===== src/rtl/cdr_cfg_pkg.sv =====
// Package for the loop, input-stage and output configuration register bank.
// Assumes the two-wire serial port outside this block decodes each transfer
// into one register address, one data byte and a read or write strobe.
package cdr_cfg_pkg;

   // ----------------------------------------------------------------------
   // Register addresses
   // ----------------------------------------------------------------------
   localparam logic [7:0] CDR_LOOP_EDGE_AND_BANDWIDTH_ADDR = 8'h10;
   localparam logic [7:0] CDR_DELAY_LOOP_SLEW_ADDR = 8'h13;
   localparam logic [7:0] CDR_SAMPLING_PHASE_OFFSET_ADDR = 8'h14;
   localparam logic [7:0] CDR_INPUT_STAGE_CONFIG_ADDR = 8'h16;
   localparam logic [7:0] CDR_OUTPUT_CONTROL_ADDR = 8'h1e;
   localparam logic [7:0] CDR_OUTPUT_AMPLITUDE_ADDR = 8'h1f;

   // ----------------------------------------------------------------------
   // Field positions
   // ----------------------------------------------------------------------
   localparam int CDR_BW_SCALE_LSB = 0;     // Bandwidth scale, 3 bits.
   localparam int CDR_EDGE_SEL_LSB = 3;     // Edge selection, 2 bits.
   localparam int CDR_SLEW_LSB = 0;         // Delay-loop slew, 2 bits.
   localparam int CDR_PHASE_LSB = 0;        // Sample phase offset, 4 bits.
   localparam int CDR_GAIN_LSB = 0;         // Equalizer gain, 4 bits.
   localparam int CDR_AUTO_EQ_BIT = 4;      // Adaptive equalizer enable.
   localparam int CDR_INPUT_SEL_LSB = 5;    // Input stage select, 2 bits.
   localparam int CDR_TERM_FLOAT_BIT = 7;   // Termination common-mode float.
   localparam int CDR_POLARITY_BIT = 1;     // Output data polarity flip.
   localparam int CDR_DDR_OFF_BIT = 2;      // Double-rate clock disable.
   localparam int CDR_FIXED_ONE_BIT = 3;    // Reserved bit that reads one.
   localparam int CDR_DRIVER_OFF_BIT = 4;   // Data output driver disable.
   localparam int CDR_SQUELCH_BIT = 5;      // Data squelch.
   localparam int CDR_AMPLITUDE_LSB = 4;    // Output amplitude, 4 bits.

   // ----------------------------------------------------------------------
   // Reset values of the stored fields
   // ----------------------------------------------------------------------
   localparam logic [2:0] CDR_BW_SCALE_RST = 3'h4;
   localparam logic [1:0] CDR_EDGE_SEL_RST = 2'h0;
   localparam logic [1:0] CDR_SLEW_RST = 2'h0;
   localparam logic [3:0] CDR_PHASE_RST = 4'h0;
   localparam logic [7:0] CDR_INPUT_STAGE_RST = 8'h20;
   localparam logic [3:0] CDR_OUTPUT_CTRL_RST = 4'h0;
   localparam logic [3:0] CDR_AMPLITUDE_RST = 4'hc;

   // ----------------------------------------------------------------------
   // Codes and fixed read values
   // ----------------------------------------------------------------------
   localparam logic [1:0] CDR_EDGE_RISING_ONLY = 2'h1;
   localparam logic [1:0] CDR_EDGE_FALLING_ONLY = 2'h2;
   localparam logic [1:0] CDR_INPUT_EQUALIZER = 2'h1;
   localparam logic [1:0] CDR_INPUT_FLAT = 2'h2;
   localparam logic [3:0] CDR_AMPLITUDE_MIN_VALID = 4'h4;
   localparam logic [3:0] CDR_AMPLITUDE_LOW_NIBBLE = 4'hc;
   localparam logic [7:0] CDR_UNMAPPED_READ = 8'h00;

endpackage


===== src/rtl/cdr_cfg_regs.sv =====
// Configuration register bank for the data recovery loop, input stage and
// output driver. Assumes the serial port decoder outside presents single-
// cycle read and write strobes with an address and data byte on mclk_i.
`timescale 1ns/1ps

module cdr_cfg_regs
   import cdr_cfg_pkg::*;
(
   input wire logic mclk_i,
   input wire logic resetn_i,
   input wire logic ce_i,
   input wire logic [7:0] reg_addr_i,
   input wire logic [7:0] reg_wdata_i,
   input wire logic reg_wr_i,
   input wire logic reg_rd_i,
   input wire logic rate_above_threshold_i,
   output logic [7:0] reg_rdata_o,
   output logic reg_rvalid_o,
   output logic pd_rising_en_o,
   output logic pd_falling_en_o,
   output logic [2:0] loop_bandwidth_scale_o,
   output logic [1:0] delay_loop_slew_o,
   output logic [3:0] sample_phase_offset_o,
   output logic sample_phase_active_o,
   output logic term_float_o,
   output logic equalizer_path_o,
   output logic flat_path_o,
   output logic auto_equalize_on_o,
   output logic [3:0] equalizer_gain_o,
   output logic data_squelch_o,
   output logic output_driver_off_o,
   output logic ddr_clock_off_o,
   output logic data_invert_o,
   output logic [3:0] output_amplitude_o,
   output logic amplitude_code_valid_o
);

   // ----------------------------------------------------------------------
   // Address decode
   // ----------------------------------------------------------------------
   // Each register has its own write strobe. Writes to any other address
   // fall through without effect, so the decoder never stalls the host.
   logic wr_loop; // Write to the loop edge and bandwidth register.
   logic wr_slew; // Write to the delay-loop slew register.
   logic wr_phase; // Write to the sampling phase offset register.
   logic wr_input; // Write to the input stage register.
   logic wr_outctl; // Write to the output control register.
   logic wr_amp; // Write to the output amplitude register.

   assign wr_loop = reg_wr_i && (reg_addr_i == CDR_LOOP_EDGE_AND_BANDWIDTH_ADDR);
   assign wr_slew = reg_wr_i && (reg_addr_i == CDR_DELAY_LOOP_SLEW_ADDR);
   assign wr_phase = reg_wr_i && (reg_addr_i == CDR_SAMPLING_PHASE_OFFSET_ADDR);
   assign wr_input = reg_wr_i && (reg_addr_i == CDR_INPUT_STAGE_CONFIG_ADDR);
   assign wr_outctl = reg_wr_i && (reg_addr_i == CDR_OUTPUT_CONTROL_ADDR);
   assign wr_amp = reg_wr_i && (reg_addr_i == CDR_OUTPUT_AMPLITUDE_ADDR);

   // ----------------------------------------------------------------------
   // Stored fields
   // ----------------------------------------------------------------------
   // Only the defined fields are stored. Reserved bits of a write are
   // dropped here, which keeps a careless host from disturbing the loop.
   logic [2:0] bw_scale; // Loop bandwidth scale.
   logic [1:0] edge_sel; // Phase-detector edge selection.
   logic [1:0] slew; // Delay-loop slew.
   logic [3:0] phase; // Signed sample phase offset.
   logic [7:0] input_stage; // Whole input stage register, all bits defined.
   logic [3:0] out_ctl; // Squelch, driver off, double-rate off, polarity.
   logic [3:0] amplitude; // Output amplitude code.

   // Bandwidth scale comes up at four, the nominal loop bandwidth.
   cdr_field_reg #(.WIDTH(3), .RESET_VALUE(CDR_BW_SCALE_RST)) u_bw_scale
   (
      .mclk_i(mclk_i),
      .resetn_i(resetn_i),
      .ce_i(ce_i),
      .wr_i(wr_loop),
      .wdata_i(reg_wdata_i[CDR_BW_SCALE_LSB +: 3]),
      .value_o(bw_scale)
   );

   // Edge selection sits above the bandwidth scale in the same register.
   cdr_field_reg #(.WIDTH(2), .RESET_VALUE(CDR_EDGE_SEL_RST)) u_edge_sel
   (
      .mclk_i(mclk_i),
      .resetn_i(resetn_i),
      .ce_i(ce_i),
      .wr_i(wr_loop),
      .wdata_i(reg_wdata_i[CDR_EDGE_SEL_LSB +: 2]),
      .value_o(edge_sel)
   );

   // Only the low two bits are kept; the upper six read back as zero.
   cdr_field_reg #(.WIDTH(2), .RESET_VALUE(CDR_SLEW_RST)) u_slew
   (
      .mclk_i(mclk_i),
      .resetn_i(resetn_i),
      .ce_i(ce_i),
      .wr_i(wr_slew),
      .wdata_i(reg_wdata_i[CDR_SLEW_LSB +: 2]),
      .value_o(slew)
   );

   // The phase nibble is stored raw and treated as signed further on.
   cdr_field_reg #(.WIDTH(4), .RESET_VALUE(CDR_PHASE_RST)) u_phase
   (
      .mclk_i(mclk_i),
      .resetn_i(resetn_i),
      .ce_i(ce_i),
      .wr_i(wr_phase),
      .wdata_i(reg_wdata_i[CDR_PHASE_LSB +: 4]),
      .value_o(phase)
   );

   // Every bit of the input stage register carries a field.
   cdr_field_reg #(.WIDTH(8), .RESET_VALUE(CDR_INPUT_STAGE_RST)) u_input_stage
   (
      .mclk_i(mclk_i),
      .resetn_i(resetn_i),
      .ce_i(ce_i),
      .wr_i(wr_input),
      .wdata_i(reg_wdata_i),
      .value_o(input_stage)
   );

   // Output control keeps bits five to one; bit three is fixed and ignored.
   cdr_field_reg #(.WIDTH(4), .RESET_VALUE(CDR_OUTPUT_CTRL_RST)) u_out_ctl
   (
      .mclk_i(mclk_i),
      .resetn_i(resetn_i),
      .ce_i(ce_i),
      .wr_i(wr_outctl),
      .wdata_i({reg_wdata_i[CDR_SQUELCH_BIT], reg_wdata_i[CDR_DRIVER_OFF_BIT],
                reg_wdata_i[CDR_DDR_OFF_BIT], reg_wdata_i[CDR_POLARITY_BIT]}),
      .value_o(out_ctl)
   );

   // Amplitude comes up at code twelve, a mid-high swing.
   cdr_field_reg #(.WIDTH(4), .RESET_VALUE(CDR_AMPLITUDE_RST)) u_amplitude
   (
      .mclk_i(mclk_i),
      .resetn_i(resetn_i),
      .ce_i(ce_i),
      .wr_i(wr_amp),
      .wdata_i(reg_wdata_i[CDR_AMPLITUDE_LSB +: 4]),
      .value_o(amplitude)
   );

   // ----------------------------------------------------------------------
   // Read path
   // ----------------------------------------------------------------------
   // Read data is registered so the serial shifter sees a stable byte one
   // cycle after the strobe. Unmapped addresses answer with zero.
   logic [7:0] rdata_q; // Registered read byte.
   logic [7:0] rdata_d; // Next read byte.
   logic rvalid_q; // Read answer pulse.
   logic rvalid_d; // Next read answer pulse.
   logic [7:0] rmux; // Byte selected by the address.

   // Reserved bits read as their fixed values, not as what was written.
   always_comb
   begin
      rmux = CDR_UNMAPPED_READ;
      case (reg_addr_i)
         CDR_LOOP_EDGE_AND_BANDWIDTH_ADDR: rmux = {3'h0, edge_sel, bw_scale};
         CDR_DELAY_LOOP_SLEW_ADDR: rmux = {6'h00, slew};
         CDR_SAMPLING_PHASE_OFFSET_ADDR: rmux = {4'h0, phase};
         CDR_INPUT_STAGE_CONFIG_ADDR: rmux = input_stage;
         CDR_OUTPUT_CONTROL_ADDR: rmux = {2'h0, out_ctl[3], out_ctl[2], 1'b1,
                                          out_ctl[1], out_ctl[0], 1'b0};
         CDR_OUTPUT_AMPLITUDE_ADDR: rmux = {amplitude, CDR_AMPLITUDE_LOW_NIBBLE};
         default: rmux = CDR_UNMAPPED_READ;
      endcase
   end

   // The answer byte holds until the next read; the valid flag follows the read strobe while ce_i is high and holds while it is low.
   always_comb
   begin
      rdata_d = rdata_q;
      rvalid_d = rvalid_q;
      if (ce_i)
      begin
         rvalid_d = reg_rd_i;
         if (reg_rd_i)
         begin
            rdata_d = rmux;
         end
      end
   end

   // Registers for the read answer.
   always_ff @(posedge mclk_i or negedge resetn_i)
   begin
      if (!resetn_i)
      begin
         rdata_q <= 8'h00;
         rvalid_q <= 1'b0;
      end
      else
      begin
         rdata_q <= rdata_d;
         rvalid_q <= rvalid_d;
      end
   end

   // ----------------------------------------------------------------------
   // Decoded controls for the analog and loop circuits
   // ----------------------------------------------------------------------
   // All controls are re-registered so each output comes from a flop. This
   // costs one cycle of lag after a write, which the slow loops never see.
   logic [28:0] ctl_q; // Registered control outputs, packed, amplitude included.
   logic [28:0] ctl_d; // Next control outputs.
   logic rise_en; // Rising transitions feed the phase detector.
   logic fall_en; // Falling transitions feed the phase detector.
   logic phase_active; // Sample phase offset is in force.
   logic [3:0] phase_applied; // Offset handed to the sampler.
   logic eq_path; // Equalizer input stage chosen.
   logic flat_path; // Flat zero-gain input stage chosen.
   logic amp_valid; // Amplitude code is in the usable range.

   // Edge selection: codes 00 and 11 both mean both edges, so each enable
   // drops only for the one code that names the other edge alone.
   always_comb
   begin
      rise_en = (edge_sel != CDR_EDGE_FALLING_ONLY);
      fall_en = (edge_sel != CDR_EDGE_RISING_ONLY);
   end

   // The signed offset, one count per 1/32 UI, is only passed on while the
   // recovered rate is above 5.65 Gbps; below that the sampler sees zero.
   always_comb
   begin
      phase_active = rate_above_threshold_i;
      phase_applied = phase_active ? phase : 4'h0;
   end

   // Undefined input select codes enable neither path, so nothing is driven
   // by a half-decoded setting.
   always_comb
   begin
      eq_path = (input_stage[CDR_INPUT_SEL_LSB +: 2] == CDR_INPUT_EQUALIZER);
      flat_path = (input_stage[CDR_INPUT_SEL_LSB +: 2] == CDR_INPUT_FLAT);
   end

   // Codes zero to three are flagged; the driver should hold its swing.
   always_comb
   begin
      amp_valid = (amplitude >= CDR_AMPLITUDE_MIN_VALID);
   end

   // Packing of all decoded controls into one next-state word.
   always_comb
   begin
      ctl_d = ctl_q;
      if (ce_i)
      begin
         ctl_d = {rise_en, fall_en,
                  bw_scale,
                  slew,
                  phase_applied, phase_active,
                  input_stage[CDR_TERM_FLOAT_BIT],
                  eq_path, flat_path,
                  input_stage[CDR_AUTO_EQ_BIT],
                  input_stage[CDR_GAIN_LSB +: 4],
                  out_ctl[3], out_ctl[2],
                  out_ctl[1],
                  out_ctl[0],
                  amplitude,
                  amp_valid};
      end
   end

   // The reset value mirrors the reset values of the stored fields.
   always_ff @(posedge mclk_i or negedge resetn_i)
   begin
      if (!resetn_i)
      begin
         ctl_q <= {2'b11, CDR_BW_SCALE_RST, CDR_SLEW_RST, 4'h0, 1'b0,
                   CDR_INPUT_STAGE_RST[7], 1'b1, 1'b0, CDR_INPUT_STAGE_RST[4],
                   CDR_INPUT_STAGE_RST[3:0], CDR_OUTPUT_CTRL_RST, CDR_AMPLITUDE_RST, 1'b1};
      end
      else
      begin
         ctl_q <= ctl_d;
      end
   end

   // ----------------------------------------------------------------------
   // Outputs
   // ----------------------------------------------------------------------
   assign reg_rdata_o = rdata_q;
   assign reg_rvalid_o = rvalid_q;
   assign pd_rising_en_o = ctl_q[28];
   assign pd_falling_en_o = ctl_q[27];
   // The scale reads as a fixed-point gain with two fraction bits, so the
   // bandwidth consumer multiplies the nominal figure by scale over four.
   assign loop_bandwidth_scale_o = ctl_q[26:24];
   assign delay_loop_slew_o = ctl_q[23:22];
   assign sample_phase_offset_o = ctl_q[21:18];
   assign sample_phase_active_o = ctl_q[17];
   assign term_float_o = ctl_q[16];
   assign equalizer_path_o = ctl_q[15];
   assign flat_path_o = ctl_q[14];
   // Manual gain is still presented while adapting; the equalizer ignores it.
   assign auto_equalize_on_o = ctl_q[13];
   assign equalizer_gain_o = ctl_q[12:9];
   assign data_squelch_o = ctl_q[8];
   assign output_driver_off_o = ctl_q[7];
   assign ddr_clock_off_o = ctl_q[6];
   assign data_invert_o = ctl_q[5];
   // Code and valid flag share one flop word, so they never disagree.
   assign output_amplitude_o = ctl_q[4:1];
   assign amplitude_code_valid_o = ctl_q[0];

endmodule


===== src/rtl/cdr_field_reg.sv =====
// One stored register field with its own reset value and write strobe.
// Assumes writes arrive as single-cycle strobes synchronous to mclk_i.
`timescale 1ns/1ps
module cdr_field_reg
   import cdr_cfg_pkg::*;
#(
   parameter int WIDTH = 8,
   parameter logic [WIDTH-1:0] RESET_VALUE = '0
)
(
   input wire logic mclk_i,
   input wire logic resetn_i,
   input wire logic ce_i,
   input wire logic wr_i,
   input wire logic [WIDTH-1:0] wdata_i,
   output logic [WIDTH-1:0] value_o
);

   // ----------------------------------------------------------------------
   // Storage
   // ----------------------------------------------------------------------
   logic [WIDTH-1:0] value_q; // Held field value.
   logic [WIDTH-1:0] value_d; // Next field value.

   // The field only loads on a write strobe while the clock enable is high.
   always_comb
   begin
      value_d = value_q;
      if (ce_i && wr_i)
      begin
         value_d = wdata_i;
      end
   end

   // The reset value is a constant, so no port reaches the reset branch.
   always_ff @(posedge mclk_i or negedge resetn_i)
   begin
      if (!resetn_i)
      begin
         value_q <= RESET_VALUE;
      end
      else
      begin
         value_q <= value_d;
      end
   end

   assign value_o = value_q;

endmodule

===== config.mk =====
export PLATFORM = sky130hd
export DESIGN_NAME = cdr_cfg_regs
export DESIGN_NICKNAME = d
export VERILOG_FILES = /design/src/rtl/cdr_cfg_pkg.sv /design/src/rtl/cdr_cfg_regs.sv /design/src/rtl/cdr_field_reg.sv
export SDC_FILE = /design/constraint.sdc
export NUM_CORES = 1
export LEC_CHECK = 0
export BUFFER_PORTS_ARGS = -buffer_cell sky130_fd_sc_hd__buf_2
export CAP_MARGIN = 20
export CORE_MARGIN = 4
export CORE_UTILIZATION = 54
export DETAILED_ROUTE_END_ITERATION = 10
export PLACE_DENSITY = 0.81
export SYNTH_ARGS = -nofsm -noshare
export SYNTH_HDL_FRONTEND = slang
export SYNTH_SLANG_ARGS = --single-unit

===== constraint.sdc =====
create_clock -name mclk_i -period 1.4 [get_ports mclk_i]
set_clock_uncertainty 0.05 [all_clocks]
set_input_delay 0.07 -clock mclk_i [delete_from_list [all_inputs] [get_ports mclk_i]]
set_output_delay 0.07 -clock mclk_i [all_outputs]
set_load 0.1 [all_outputs]

==> flow_metrics.py, run 1 <==
metrics = {
    "sta": {
        "finalSetupViolCount": 9,
        "report.final.slew_viol_count": 0,
        "report.final.hold_viol_count": 0,
        "timing.final.crit_share_pct": 102.2,
        "max_slew.worst_pin.slew_ps": 505.3,
        "achievable-frequency_ghz": 0.6986,
        "rsz0062_at_grt": "true",
        "worst_slew_margin_relative_to_its_limit_pct": 66.55,
        "final_period_minus_worst_setup_slack_ps": 1431,
        "worst_setup_slack_final_ps": -31.43,
    },
    "place": {
        "placed_cells_incl_taps": 367,
        "hpwl_um": 4586,
        "port-buffer-count": 59,
        "gp_routability_congestion": 0.9487,
        "dp_slack_ps": -441.1,
    },
    "yosys": {
        "synth.lib_cells_used.distinct": 34,
        "synth_area_per_cell_um2": 12.98,
        "yosysWarningCount": 0,
        "synthCells": 220,
        "post_synthesis_sequential_element_count": 65,
        "flip_flop_cell_with_the_highest_count_after_synthesis": "dfrtp_1",
        "async_flop_share_pct": 100.0,
        "syn_nets": 242,
        "synth.cell_area_mm2": 0.002856,
        "seq_area_frac_synth_pct": 57.42,
        "synth-edff-count": 0,
    },
    "route": {
        "detailroute.via_count": 2124,
        "wl_per_cell_um": 16.93,
        "remaining_drc_errors": 0,
        "route.final.wire_length_um": 6653,
        "drt_iter0_drc": 175,
        "avgViaCountPerCell": 5.405,
        "detail-route-antenna-nets": 0,
        "drt-pass1-iter-count": 4,
    },
    "global_routing": {
        "groute.layer.met2.usage_pct": 33.53,
        "grt_first_pass_wirelength_um": 10520,
        "grt_util_all_layers_pct": 21.77,
        "gr-max-usage-layer": "met2",
        "grt_util_met1_pct": 29.25,
        "first_global_vias": 2174,
        "antenna_found_initial": 0,
        "grt_overflow_total": 0,
        "largest_net_degree_at_the_start_of_global_routing": 66,
        "gr-usage-met3_pct": 4.435,
    },
    "clocking": {
        "cts.sinks": 65,
        "cts_root_buffer": "clkbuf_8",
        "cts-htree-levels": 3,
        "clock_latency_ps": 340,
        "cts_inserted_buffers": 9,
        "clk_transition_reported_paths_ps": 70,
        "tritoncts": "built",
        "cts.path.max_buffers": 2,
    },
    "die": {
        "num_io_pins": 60,
        "placement_rows": 26,
        "die_w_um": 80.73,
        "dieArea_mm2": 0.006517,
        "initial_standard_cell_utilization_of_the_core_pct": 55.93,
        "die_height_um": 80.73,
        "fp.coreArea_mm2": 0.005107,
    },
    "worst_hold_path": {
        "worstHoldPathType": "in -> reg",
        "hold_path.startpoint": "reg_wdata_i[1]",
    },
    "cells_and_area": {
        "layout.filler_cells": 329,
        "most-common-layout-cells": "dfrtp_1 (53), buf_2 (50), mux2_2 (34)",
        "finalNonFillerCells": 393,
        "area_growth_syn_to_layout_pct": 36.22,
        "design.final.nets": 340,
        "fraction_of_final_layout_cells_sized_beyond_drive_strength_1_pct": 56.04,
        "ff_latch_area_mm2": 0.001642,
        "multi_input_comb_area_mm2": 0.001227,
        "mostFrequentLayoutCell": "dfrtp_1",
        "num_antenna_cells": 0,
    },
    "critical_path": {
        "cp_max_delay_cell": "or4_4",
        "crit_path_buf_inv_count": 2,
        "worst_path_top_cell_family_by_delay": "simple AND/OR/NAND/NOR gates",
        "critical-path-max-stage-delay_ps": 530,
        "critical_path_at_ps": 1610,
        "path_class": "in -> reg",
        "setup.worst_path.end_class": "flop",
        "worst_ep_required_time_ps": 1570,
        "setup.worst_path.start_class": "primary input",
        "cp_max_fo": 4,
        "critical_path.cell_chain": "buf_8, nor4b_4, nand3_2, or4_4, buf_6, mux2_4",
        "reg2reg_from": "u_slew.value_o[0]$_DFFE_PN0P_",
        "crit_path_start": "reg_addr_i[5]",
    },
    "run_status": {
        "failed_checks": "negative setup slack",
        "run_status": "finished, violations left",
    },
    "run": {
        "maxCapViolCount": 0,
    },
    "power": {
        "total_leakage_power_nw": 1.972,
        "powerDensity_mw_per_mm2": 1093,
        "peakVddDrop_mv": 0.9708,
    },
}
state kept, by name, indices dropped and copies added, names as in the netlist:
signal	cells
ctl_q	29
u_edge_sel.value_o	2
u_slew.value_o	2
u_out_ctl.value_o	4
u_input_stage.value_o	8
u_phase.value_o	4
u_bw_scale.value_o	3
u_amplitude.value_o	4
reg_rdata_o	8
reg_rvalid_o	1
cell type report:
class / count / area share [%]
well taps: 70 / 2.251
inverters: 12 / 1.158
clock buffers: 14 / 4.695
multi-input cells: 132 / 31.54
repair buffers: 98 / 17.27
flip-flops and latches: 65 / 42.19
clock inverters: 2 / 0.9003
power by group:
part           internal (mW)  total, mW  switching [mW]
registers               1.94       1.97          0.0351
logic                  0.180      0.595           0.415
clock network           1.02       1.68           0.670
total                   3.13       4.26            1.12
Yosys cell counts (all sizes together), types with 3 or more instances:
master	instances	area, um2
a21oi	5	25.02
a22oi	3	22.52
and3	5	31.28
buf	3	18.77
clkbuf	8	30.03
dfrtp	54	1351
dfstp	11	289.0
inv	12	45.04
mux2	51	604.3
nand2	11	41.29
nand3	5	30.03
nor2	7	26.28
nor3	5	25.02
nor4b	3	53.80
o21ai	14	70.07
o31ai	3	22.52
layer usage:
metal | vias up | wire length (um)
li1 | 992 | -
met1 | 1039 | 2973
met2 | 78 | 3104
met3 | 15 | 401
met4 | 0 | 173
met5 | - | 0
through the flow:
| step | TNS, ps | total power, mW | utilization [%] | area [um2] | hold slack [ps] |
|---|---|---|---|---|---|
| floorplan | -3144 | 2.369 | - | 2923 | -275.6 |
| global placement | -9677 | 2.552 | 68.28 | 3487 | 52.24 |
| detailed placement | -10330 | 2.563 | 68.28 | 3487 | 57.82 |
| CTS | -89.86 | 4.276 | 75.33 | 3847 | 6.841 |
| global route | -395.8 | 4.400 | 76.19 | 3891 | 26.85 |
| finish | -191.5 | 4.255 | 76.19 | 3891 | 18.56 |
worst reg2reg max path: stages (launching register included):
cell and delay (ps):
dfrtp_1 400, and3_1 190, a31o_2 210, a32oi_1 220, o21ai_0 110
kinds of logic (layout without fill, tap and decap cells):
group / count (synthesis) / after routing / synth area share, %
and+or+nand+nor: 43 / 43 / 9.286
DFF: 65 / 65 / 57.42
muxes: 53 / 53 / 21.86
buffers and inverters: 23 / 126 / 3.285
AOI/OAI and AO/OA: 36 / 36 / 8.147
worst paths after layout:
check                                                       end  slack (ps)  cells after the start
max in group asynchronous                 ctl_q[15]$_DFFE_PN1P_         730                      3
setup reg to reg                     reg_rdata_o[0]$_DFFE_PN0P_         110                      4
hold reg to reg                           ctl_q[28]$_DFFE_PN1P_         420                      2
min in group asynchronous                 ctl_q[23]$_DFFE_PN0P_         260                      3
setup / recovery           u_input_stage.value_o[2]$_DFFE_PN0P_         -30                      6
hold / removal             u_input_stage.value_o[1]$_DFFE_PN0P_          20                      2
timing repair:
item	4_1_cts	5_1_grt
endpoints found under the hold margin	90	0
hold buffers	9	0
endpoints found under the setup margin	21	21
resized for setup	15	10
pin swaps	4	4
buffers inserted	1	0
Power figures use the tool's default switching activity.
==> run 2, diff against run 1 <==
Settings changed: CORE_UTILIZATION 54 to 58, PLACE_DENSITY 0.81 to 0.86.
Clock period 1.4 ns to 1.7 ns, I/O delays scaled along.
==> run 2 against run 1 <==
Compared with the run above: the run now ends clean; critical path depth shrank 1; combinational power shrank 25%; sequential power is 18% lower; largest power group unchanged; power shrank 26%; register-to-register slack better by 320 ps; clock-buffer cell count down 2; largest cell class unchanged; highest routed layer unchanged; hold slack gained 4.8 ps; sequential cell count unchanged; global-route usage rose by 1.0 points; non-clock buffer count down 9; worst setup slack improved by 190 ps; via count down 3.7%.
==> flow_metrics.py, run 2 (same netlist as run 1, synthesis figures left out) <==
metrics = {
    "worst_hold_path": {
        "worstHoldPathType": "in -> reg",
    },
    "cells_and_area": {
        "postLayoutCoreUtil_pct": 75.76,
        "fraction_of_final_layout_cells_sized_beyond_drive_strength_1_pct": 51.59,
        "area_growth_syn_to_layout_pct": 26.11,
        "registers.top_by_ff_count": "ctl_q",
        "layout.filler_cells": 335,
        "num_antenna_cells": 0,
        "most-common-layout-cells": "buf_2 (59), dfrtp_1 (54), mux2_2 (43)",
        "mostFrequentLayoutCell": "buf_2",
        "final_cell_area_mm2": 0.003602,
        "largest_register_ff_count": 29,
        "design.final.nets": 331,
    },
    "sta": {
        "achievable-frequency_ghz": 0.6485,
        "timing.final.crit_share_pct": 90.71,
        "report.final.hold_viol_count": 0,
        "worst_slew_margin_relative_to_its_limit_pct": 67.55,
        "max_slew.worst_pin.slew_ps": 490.2,
        "report.final.slew_viol_count": 0,
        "fin_tns_setup_ps": 0,
        "finalSetupViolCount": 0,
        "rsz0062_at_grt": "false",
        "final_period_minus_worst_setup_slack_ps": 1542,
    },
    "critical_path": {
        "path_class": "in -> reg",
        "setup.worst_path.start_class": "primary input",
        "critical_path_at_ps": 1710,
        "worst_ep_required_time_ps": 1870,
        "setup.worst_path.end_class": "flop",
        "cp_max_fo": 2,
    },
    "die": {
        "fp.coreArea_mm2": 0.004755,
        "num_io_pins": 60,
        "placement_rows": 25,
        "dieArea_mm2": 0.006112,
        "die_height_um": 78.18,
        "die_w_um": 78.18,
        "initial_standard_cell_utilization_of_the_core_pct": 60.08,
    },
    "clocking": {
        "cts.path.max_buffers": 2,
        "clk_transition_reported_paths_ps": 70,
        "clock_latency_ps": 330,
        "cts_root_buffer": "clkbuf_8",
        "cts-htree-levels": 3,
        "postCtsSetupRepairBufs": 0,
        "cts.sinks": 65,
        "tritoncts": "built",
        "cts_inserted_buffers": 9,
        "postCtsResizedCells": 0,
    },
    "place": {
        "hpwl_um": 4455,
        "port-buffer-count": 59,
        "dpl_cell_area_mm2": 0.003357,
        "gp_routability_congestion": 0.8323,
    },
    "global_routing": {
        "grt_overflow_total": 0,
        "grt_first_pass_wirelength_um": 10630,
        "antenna_found_initial": 0,
        "first_global_vias": 2128,
        "grt_util_all_layers_pct": 22.77,
        "largest_net_degree_at_the_start_of_global_routing": 66,
    },
    "route": {
        "wl_per_cell_um": 16.22,
        "drt-pass1-iter-count": 4,
        "detailroute.via_count": 2045,
        "avgViaCountPerCell": 5.367,
        "detail-route-antenna-nets": 0,
        "remaining_drc_errors": 0,
        "route.final.wire_length_um": 6181,
        "drt_iter0_drc": 159,
    },
    "power": {
        "power.share.clock_pct": 34.0,
        "comb_power_share_pct": 14.2,
        "net-switching-power_mw": 0.8958,
        "total_leakage_power_nw": 1.835,
        "sw_frac_of_total_pct": 28.58,
        "powerDensity_mw_per_mm2": 870.0,
        "p_int_mw": 2.238,
        "seqPwrFrac_pct": 51.8,
        "peakVddDrop_mv": 0.7885,
    },
    "run": {
        "maxCapViolCount": 0,
    },
    "run_status": {
        "run_status": "finished clean",
    },
}
[run 2: changes by cell type in the layout (fill, tap and decap cells not counted), sizes merged]
| cell | previous run | this run |
|---|---|---|
| buf | 89 | 80 |
| clkinv | 1 | 4 |
| clkbuf | 14 | 12 |
| bufinv | 1 | 0 |
[run 2: worst paths after layout]
path | startpoint | end | slack (ps) | cells past startpoint
setup / recovery | reg_addr_i[7] | u_slew.value_o[0]$_DFFE_PN0P_ | 160 | 5
hold / removal | reg_wdata_i[1] | u_input_stage.value_o[1]$_DFFE_PN0P_ | 20 | 2
setup reg to reg | u_slew.value_o[0]$_DFFE_PN0P_ | reg_rdata_o[0]$_DFFE_PN0P_ | 430 | 4
hold reg to reg | reg_rdata_o[0]$_DFFE_PN0P_ | reg_rdata_o[0]$_DFFE_PN0P_ | 420 | 2
max in group asynchronous | resetn_i | ctl_q[0]$_DFFE_PN1P_ | 1050 | 3
min in group asynchronous | resetn_i | ctl_q[10]$_DFFE_PN0P_ | 240 | 3
[run 2: repair_timing]
item                                    in CTS  in global routing
hold buffers                                 9                  0
endpoints found under the setup margin       0                  0
hold endpoints to repair                    86                  0
[run 2: critical path, cell delays in order]
cell and delay (ps):
buf_2 120, or4b_1 580, nor3_1 230, nor4b_2 320
mux2_2 370
[run 2: power by group through the flow]
stage / logic, mW / clock network, mW / registers (mW)
6_report: 0.444 / 1.07 / 1.62
5_1_grt: 0.471 / 1.18 / 1.63
4_1_cts: 0.447 / 1.09 / 1.62
3_5_place_dp: 0.430 / 0 / 1.65
3_3_place_gp: 0.424 / 0 / 1.65
2_1_floorplan: 0.106 / 0 / 1.84
[run 2: per-layer routing]
metal	track usage, %	up-vias	wire [um]
met1	31.77	987	2791
met2	34.08	70	2868
met3	6.651	9	394
met4	8.217	0	127
li1	-	979	-
met5	0	-	0
[run 2: area by class of cell]
class / instances / area [um2] / area share (%)
clock buffer: 12 / 135.1 / 3.751
clock inverter: 4 / 20.02 / 0.5557
inverter: 12 / 45.04 / 1.250
multi-input combinational: 132 / 1122 / 31.16
sequential: 65 / 1640 / 45.54
tap: 67 / 83.83 / 2.327
timing repair buffer: 89 / 555.5 / 15.42
[run 2: through the flow]
| stage | setup slack [ps] | hold WS, ps | total power, mW | instances |
|---|---|---|---|---|
| after floorplan | 24.18 | -260.6 | 1.943 | 220 |
| after global placement | -150.1 | 66.24 | 2.074 | 356 |
| after detailed placement | -181.9 | 76.25 | 2.082 | 356 |
| after CTS | 174.0 | 11.27 | 3.165 | 381 |
| after global routing | 99.80 | 7.059 | 3.280 | 381 |
| final | 158.0 | 23.40 | 3.134 | 381 |
